`config.mk`:
```
export PLATFORM = sky130hd
export DESIGN_NAME = rwsup_top
export DESIGN_NICKNAME = d
export VERILOG_FILES = /design/src/shared/rwsup_pkg.sv /design/src/rtl/rwsup_top.sv /design/src/rtl/rwsup_edge_det.sv
export SDC_FILE = /design/constraint.sdc
export NUM_CORES = 1
export LEC_CHECK = 0
export CORE_AREA = 3 3 94 78
export CTS_CLUSTER_SIZE = 14
export DETAILED_ROUTE_END_ITERATION = 7
export DIE_AREA = 0 0 97 81
export DONT_BUFFER_PORTS = 1
export MAX_ROUTING_LAYER = met4
export PLACE_DENSITY = 0.81
export SYNTH_ARGS = -nofsm -noshare
export SYNTH_HDL_FRONTEND = slang
export SYNTH_SLANG_ARGS = --single-unit
```
`constraint.sdc`:
```
create_clock -name clk_sys -period 2.5 [get_ports clk_sys]
set_input_delay 0.25 -clock clk_sys [delete_from_list [all_inputs] [get_ports clk_sys]]
set_output_delay 0.25 -clock clk_sys [all_outputs]
set_load 0.1 [all_outputs]
```
`src/shared/rwsup_pkg.sv`:
```
// package: timing constants and states for the reset and wakeup supervisor
package rwsup_pkg;
    // timing resistor scale factors, in picoseconds per ohm
    localparam int unsigned PERIOD_PS_PER_OHM = 417000;
    localparam int unsigned DELAY_PS_PER_OHM = 52100;
    localparam int unsigned WAKE_DLY_PS_PER_OHM = 208000;
    // default timing resistor in ohms
    localparam int unsigned RDELAY_OHM = 60000;
    // clock period in picoseconds (40 MHz)
    localparam int unsigned CLK_PERIOD_PS = 25000;
    // wakeup period in clock cycles for the default resistor
    localparam longint unsigned PERIOD_CYC_L =
        (longint'(PERIOD_PS_PER_OHM) * longint'(RDELAY_OHM)) / longint'(CLK_PERIOD_PS);
    localparam int unsigned PERIOD_CYC = int'(PERIOD_CYC_L);
    // counter width
    localparam int unsigned CNT_W = 32;
    // reset pulse length after a missed kick, in clock cycles
    localparam int unsigned WD_PULSE_CYC = 4;
    // supervisor states
    typedef enum logic [1:0] {
        RWSUP_ST_HOLD,
        RWSUP_ST_DELAY,
        RWSUP_ST_WAKE_DLY,
        RWSUP_ST_RUN
    } rwsup_state_t;
endpackage

```
`src/rtl/rwsup_top.sv`:
```
// module: reset and wakeup supervisor with watchdog monitor
`timescale 1ns/10ps
`default_nettype none
module rwsup_top #(
    parameter logic [31:0] PERIOD_CYC = 32'(rwsup_pkg::PERIOD_CYC)
) (
    input wire logic clk_sys,
    input wire logic rst,
    input wire logic enable,
    input wire logic supply_input_ok,
    input wire logic regulated_output_ok,
    input wire logic watchdog_kick_input,
    output logic reset_n,
    output logic wakeup,
    output logic regulator_on
);
    // ************************************************************
    // input conditioning
    // ************************************************************
    logic kick_fall;
    logic sup_ok;
    logic out_ok;
    logic en_lvl;
    rwsup_edge_det u_kick (
        .clk_sys(clk_sys),
        .rst(rst),
        .din(watchdog_kick_input),
        .level(),
        .fall(kick_fall)
    );
    rwsup_edge_det u_sup (
        .clk_sys(clk_sys),
        .rst(rst),
        .din(supply_input_ok),
        .level(sup_ok),
        .fall()
    );
    rwsup_edge_det u_out (
        .clk_sys(clk_sys),
        .rst(rst),
        .din(regulated_output_ok),
        .level(out_ok),
        .fall()
    );
    rwsup_edge_det u_en (
        .clk_sys(clk_sys),
        .rst(rst),
        .din(enable),
        .level(en_lvl),
        .fall()
    );

    // ************************************************************
    // derived timing counts
    // ************************************************************
    logic [31:0] delay_cyc;
    logic [31:0] wake_dly_cyc;
    logic [31:0] half_cyc;
    assign delay_cyc = PERIOD_CYC >> 3;
    assign wake_dly_cyc = PERIOD_CYC >> 1;
    assign half_cyc = PERIOD_CYC >> 1;

    // ************************************************************
    // supervisor state machine
    // ************************************************************
    rwsup_pkg::rwsup_state_t st_q;
    rwsup_pkg::rwsup_state_t st_d;
    logic [31:0] cnt_q;
    logic [31:0] cnt_d;
    logic kicked_q;
    logic kicked_d;
    logic [2:0] pulse_q;
    logic [2:0] pulse_d;
    logic fault;
    logic cnt_end;
    logic cyc_end;
    logic missed;
    logic wake_lvl;
    // supply or output fault, or enable low, forces the hold state
    assign fault = ~en_lvl | ~sup_ok | ~out_ok;
    assign cnt_end = (cnt_q == 32'h0);
    assign cyc_end = (st_q == rwsup_pkg::RWSUP_ST_RUN) && (cnt_q == PERIOD_CYC - 32'h1);
    assign missed = cyc_end & ~kicked_q & ~kick_fall;
    // high for the first half of each cycle unless already kicked
    assign wake_lvl = (cnt_q < half_cyc) & ~kicked_q;

    always_comb begin
        st_d = st_q;
        cnt_d = cnt_q;
        kicked_d = kicked_q;
        pulse_d = pulse_q;
        if (fault) begin
            st_d = rwsup_pkg::RWSUP_ST_HOLD;
            cnt_d = 32'h0;
            kicked_d = 1'b0;
            pulse_d = 3'h0;
        end else begin
            unique case (st_q)
                rwsup_pkg::RWSUP_ST_HOLD: begin
                    // output back in regulation: start a full delay
                    st_d = rwsup_pkg::RWSUP_ST_DELAY;
                    cnt_d = delay_cyc;
                end
                rwsup_pkg::RWSUP_ST_DELAY: begin
                    // watchdog reset pulse is timed by the pulse counter
                    if (pulse_q != 3'h0) begin
                        pulse_d = pulse_q - 3'h1;
                    end else if (cnt_end) begin
                        st_d = rwsup_pkg::RWSUP_ST_WAKE_DLY;
                        cnt_d = wake_dly_cyc;
                    end else begin
                        cnt_d = cnt_q - 32'h1;
                    end
                end
                rwsup_pkg::RWSUP_ST_WAKE_DLY: begin
                    if (cnt_end) begin
                        st_d = rwsup_pkg::RWSUP_ST_RUN;
                        cnt_d = 32'h0;
                        kicked_d = 1'b0;
                    end else begin
                        cnt_d = cnt_q - 32'h1;
                    end
                end
                rwsup_pkg::RWSUP_ST_RUN: begin
                    // only the first kick in a cycle counts
                    if (kick_fall & ~kicked_q) begin
                        kicked_d = 1'b1;
                    end
                    // pulse first, then a full reset delay before reset releases
                    if (missed) begin
                        st_d = rwsup_pkg::RWSUP_ST_DELAY;
                        pulse_d = 3'(rwsup_pkg::WD_PULSE_CYC);
                        cnt_d = delay_cyc;
                        kicked_d = 1'b0;
                    end else if (cyc_end) begin
                        cnt_d = 32'h0;
                        kicked_d = 1'b0;
                    end else begin
                        cnt_d = cnt_q + 32'h1;
                    end
                end
            endcase
        end
    end

    // state registers
    always_ff @(posedge clk_sys) begin
        if (rst) begin
            st_q <= rwsup_pkg::RWSUP_ST_HOLD;
            cnt_q <= 32'h0;
            kicked_q <= 1'b0;
            pulse_q <= 3'h0;
        end else begin
            st_q <= st_d;
            cnt_q <= cnt_d;
            kicked_q <= kicked_d;
            pulse_q <= pulse_d;
        end
    end

    // ************************************************************
    // outputs, registered
    // ************************************************************
    logic run_d;
    assign run_d = (st_d == rwsup_pkg::RWSUP_ST_WAKE_DLY) || (st_d == rwsup_pkg::RWSUP_ST_RUN);
    // wakeup never rises while reset is low
    always_ff @(posedge clk_sys) begin
        if (rst) begin
            reset_n <= 1'b0;
            wakeup <= 1'b0;
            regulator_on <= 1'b0;
        end else begin
            reset_n <= run_d;
            wakeup <= (st_q == rwsup_pkg::RWSUP_ST_RUN) & ~fault & wake_lvl & ~missed
                & ~(kick_fall & ~kicked_q);
            regulator_on <= en_lvl;
        end
    end

    // ************************************************************
    // checks
    // ************************************************************
    a_wake_in_reset: assert property (@(posedge clk_sys) disable iff (rst)
        !reset_n |-> !wakeup) else $error("wakeup high while reset low");
    a_fault_resets: assert property (@(posedge clk_sys) disable iff (rst)
        fault |=> !reset_n) else $error("fault did not assert reset");
    a_kick_drops_wake: assert property (@(posedge clk_sys) disable iff (rst)
        (st_q == rwsup_pkg::RWSUP_ST_RUN && kick_fall && !fault) |=> !wakeup)
        else $error("kick did not force wakeup low");
    a_missed_resets: assert property (@(posedge clk_sys) disable iff (rst)
        (missed && !fault) |=> !reset_n [*4]) else $error("missed kick reset pulse wrong");
    a_kick_keeps_run: assert property (@(posedge clk_sys) disable iff (rst)
        (cyc_end && kicked_q && !fault) |=> reset_n) else $error("kicked cycle caused reset");
    a_release_wake_low: assert property (@(posedge clk_sys) disable iff (rst)
        $rose(reset_n) |-> !wakeup) else $error("wakeup high at reset release");
    a_recover_delay: assert property (@(posedge clk_sys) disable iff (rst)
        (st_q == rwsup_pkg::RWSUP_ST_HOLD && !fault) |=> !reset_n [*2])
        else $error("reset released without delay");
    a_enable_off: assert property (@(posedge clk_sys) disable iff (rst)
        !en_lvl |=> (st_q == rwsup_pkg::RWSUP_ST_HOLD)) else $error("enable low did not hold");
    c_wake_rise: cover property (@(posedge clk_sys) disable iff (rst) $rose(wakeup));
    c_kick_ok: cover property (@(posedge clk_sys) disable iff (rst) cyc_end && kicked_q);
    c_missed: cover property (@(posedge clk_sys) disable iff (rst) missed);
endmodule
`default_nettype wire

```
`src/rtl/rwsup_edge_det.sv`:
```
// module: synchroniser with falling-edge detector for one input
`timescale 1ns/10ps
`default_nettype none
module rwsup_edge_det (
    input wire logic clk_sys,
    input wire logic rst,
    input wire logic din,
    output logic level,
    output logic fall
);
    // ************************************************************
    // two-stage synchroniser, then edge detect on the second stage
    // ************************************************************
    logic s1_q;
    logic s2_q;
    logic s3_q;
    // first stage only feeds the second, never logic
    always_ff @(posedge clk_sys) begin
        if (rst) begin
            s1_q <= 1'b1;
            s2_q <= 1'b1;
            s3_q <= 1'b1;
        end else begin
            s1_q <= din;
            s2_q <= s1_q;
            s3_q <= s2_q;
        end
    end
    assign level = s2_q;
    assign fall = s3_q & ~s2_q;
endmodule
`default_nettype wire

```
==> impl_metrics.ini <==
[clocking]
cts.clk_slew.worst_paths_ns = 0.11
cts_setup_buffers = 0
cts_buffer_depth = 2
htree_levels = 2
clock-sinks = 50
cts-root-buf = clkbuf_8
ctsHoldBuffers = 0
insertion_delay_ns = 0.33
cts_tree = built
numCtsBuffers = 5

[timing]
worstMarginPinSlew_ns = 0.9421
hold_viol = 1
max_slew_margin_pct = 37.11
maxSlewViolCount = 0
hold_ws_ns = -0.001046
fin_skew_ns = 0.006050
setup-tns-final_ns = 0
finalWorstPathRequiredPeriod_ns = 2.457
setup_slack_ns = 0.04253
fmax_mhz = 406.9
fin_crit_sh_pct = 98.30
final-setup-viol-count = 0

[critical_path]
r2r_slack_ns = 0.04
critPathBufInv = 1
critPathMaxFanout = 7
critPathLaunch = cnt_q[8]
required_ns = 2.78
cp.arrival_ns = 2.74
critical_path.top_delay_family = simple AND/OR/NAND/NOR gates
slowest_stage = nor3_1
critPathLaunchType = flop
slowest_delay_ns = 0.44
criticalPathCategory = reg -> reg
crit_path_end_kind = flop
crit_chain = nor3_1 > nand3_1 > nor3_1 > buf_4 > nand2_1 > nand2_1 > o311a_1
r2r_start = cnt_q[8]

[global_route]
grt_first_pass_wirelength_mm = 22.05
grt_pass1_vias = 4205
grt_max_degree = 20
overflow = 0
track_usage_pct = 36.47
antenna_found_initial = 0

[synth]
ys_warn_count = 0
synth.avg_cell_area_um2 = 7.411
synth_common_cells = dfxtp_1 (50), nand2_1 (47), nor2_1 (44), a21oi_1 (32), clkbuf_1 (30)
async_reset_ff_share_pct = 0
synth.top_cell.area_share_pct = 26.75
synthSimpleGateAreaFrac_pct = 35.31
muxShareOfSynthArea_pct = 0.2675
syn_inst = 505
synth_top_family_by_area = simple AND/OR/NAND/NOR gates
synth_xor_area_share_pct = 2.574
yosysUniqueCellTypes = 73
synthAdderAreaFrac_pct = 1.672
ys.flop_type = dfxtp_1
synth-edff-count = 0
ys_top_cells_by_area = dfxtp_1 (27%), nand2_1 (4.7%), nor2_1 (4.4%)
syn_area_um2 = 3742
ys_ff_latch = 50
synth_compound_area_share_pct = 27.62
synth_nets = 516
yosys.area.top_type = dfxtp_1
synth.most_common_cell = dfxtp_1
ys_seq_area_share_pct = 26.75

[run_status]
status = finished, violations left
violations = hold timing

[pwr]
p_total_w = 0.002894
power.internal_w = 0.001651
ir_worst_vdd_v = 0.0003579
switching_share_pct = 42.95
p_per_area_nw_per_um2 = 663.0
comb_power_share_pct = 46.6
clkPwrFrac_pct = 18.8
p_switching_w = 0.001243
leakage_nw = 1.567
p_seq_share_pct = 34.6

[layout]
largest_register_ffs = 32
top_register = cnt_q
antenna_cells = 0
top_regs = cnt_q x32, pulse_q x3, st_q x2
nFillCells = 568
drive_gt1_share_pct = 21.88
multi_input_area_um2 = 2570
nets = 554
regArea_um2 = 1006
areaGrowthSynthToFinish_pct = 16.65

[floorplan]
num_rows = 26
core_um2 = 6409
dieArea_um2 = 7857
fp.dieW_um = 97
num_io_pins = 9
start_util_pct = 58.40
chipHeight_um = 81

[route]
firstDrtPassIters = 5
drc = 0
drt-initial-drc-count = 708
num_vias = 4504
dr_wl_met3_mm = 2.175
drt-vias-per-instance = 7.172
wire_per_inst_um = 21.80
antenna_left = 0
wl_mm = 13.69
wl_met1_mm = 5.477
highest_layer = met4
met2WireLength_mm = 5.563

[hold_path]
hold_class = in -> reg
hp-start = rst

[flow_run]
max_cap_viol_count = 0

[place]
routabilityCongestion = 1.130
dp_hpwl_mm = 9.993
pre_cts_ws_ns = 0.03926
io_buffers = 0
-- metrics by stage --
| step | hold slack (ns) | cell area, um2 | utilization, % | instances |
|---|---|---|---|---|
| finish | -0.001046 | 4365 | 68.12 | 628 |
| global route | 0.003178 | 4365 | 68.12 | 628 |
| CTS | 0.0003400 | 4314 | 67.32 | 628 |
| detailed placement | 0.3529 | 4217 | 65.79 | 620 |
| global placement | 0.3465 | 4217 | 65.79 | 620 |
| floorplan | 0.3407 | 3742 | - | 505 |
-- layer usage --
layer / GRT usage (%) / vias to the layer above
li1: - / 2000
met1: 48.21 / 2053
met2: 53.65 / 373
met3: 10.21 / 78
met4: 12.76 / 0
met5: - / -
-- path summary, 6_finish.rpt --
path / end / depth (start not counted)
max: cnt_q[7] / 7
max reg2reg: cnt_q[7] / 7
min: regulator_on / 1
min reg2reg: u_kick.level / 1
-- power by group through the flow --
| stage | clock network, W | registers (W) | logic (W) |
|---|---|---|---|
| after floorplan | 0 | 0.000943 | 0.000833 |
| after global placement | 0 | 0.00101 | 0.00124 |
| after detailed placement | 0 | 0.00101 | 0.00126 |
| after CTS | 0.000550 | 0.000990 | 0.00127 |
| after global routing | 0.000577 | 0.00101 | 0.00144 |
| final | 0.000544 | 0.00100 | 0.00135 |
-- layout by cell type (no fill, tap or decap), types with 10 or more instances in the layout --
cell type and n:
nand3_1 17, a21oi_1 32, nor4_1 10, a31oi_1 14
or2_2 13, nor2_1 42, buf_4 71, nor3_1 25
dfxtp_1 46, and3_1 10, nand4_1 16, nand2_1 47
o21ai_0 21
-- worst register-to-register path, cell delays in order (launching register included) --
cell and delay (ns):
dfxtp_1 0.37, nor3_1 0.44, nand3_1 0.33, nor3_1 0.32, buf_4 0.22, nand2_1 0.27, nand2_1 0.27, o311a_1 0.19
-- cell type report --
class	instances	area share (%)
Clock inverter	3	0.6592
Clock buffer	5	1.576
Inverter	9	0.7739
Timing Repair Buffer	72	12.67
Sequential cell	50	23.04
Multi-Input combinational cell	405	58.87
Tap cell	84	2.408
-- cell families (layout without fill, tap and decap cells) --
logic type                 Yosys count  after routing
DFF                                 50             50
xor gates and xnor gates            11             11
adders and majority gates            5              5
buffers and inverters               50             89
AOI/OAI and AO/OA                  147            147
and+or+nand+nor                    241            241
muxes                                1              1
-- timing repair --
item	in CTS	in global routing
gates resized for setup	0	18
endpoints found under the setup margin	0	23
endpoints found under the hold margin	0	0
(Power assumes the default switching activity.)
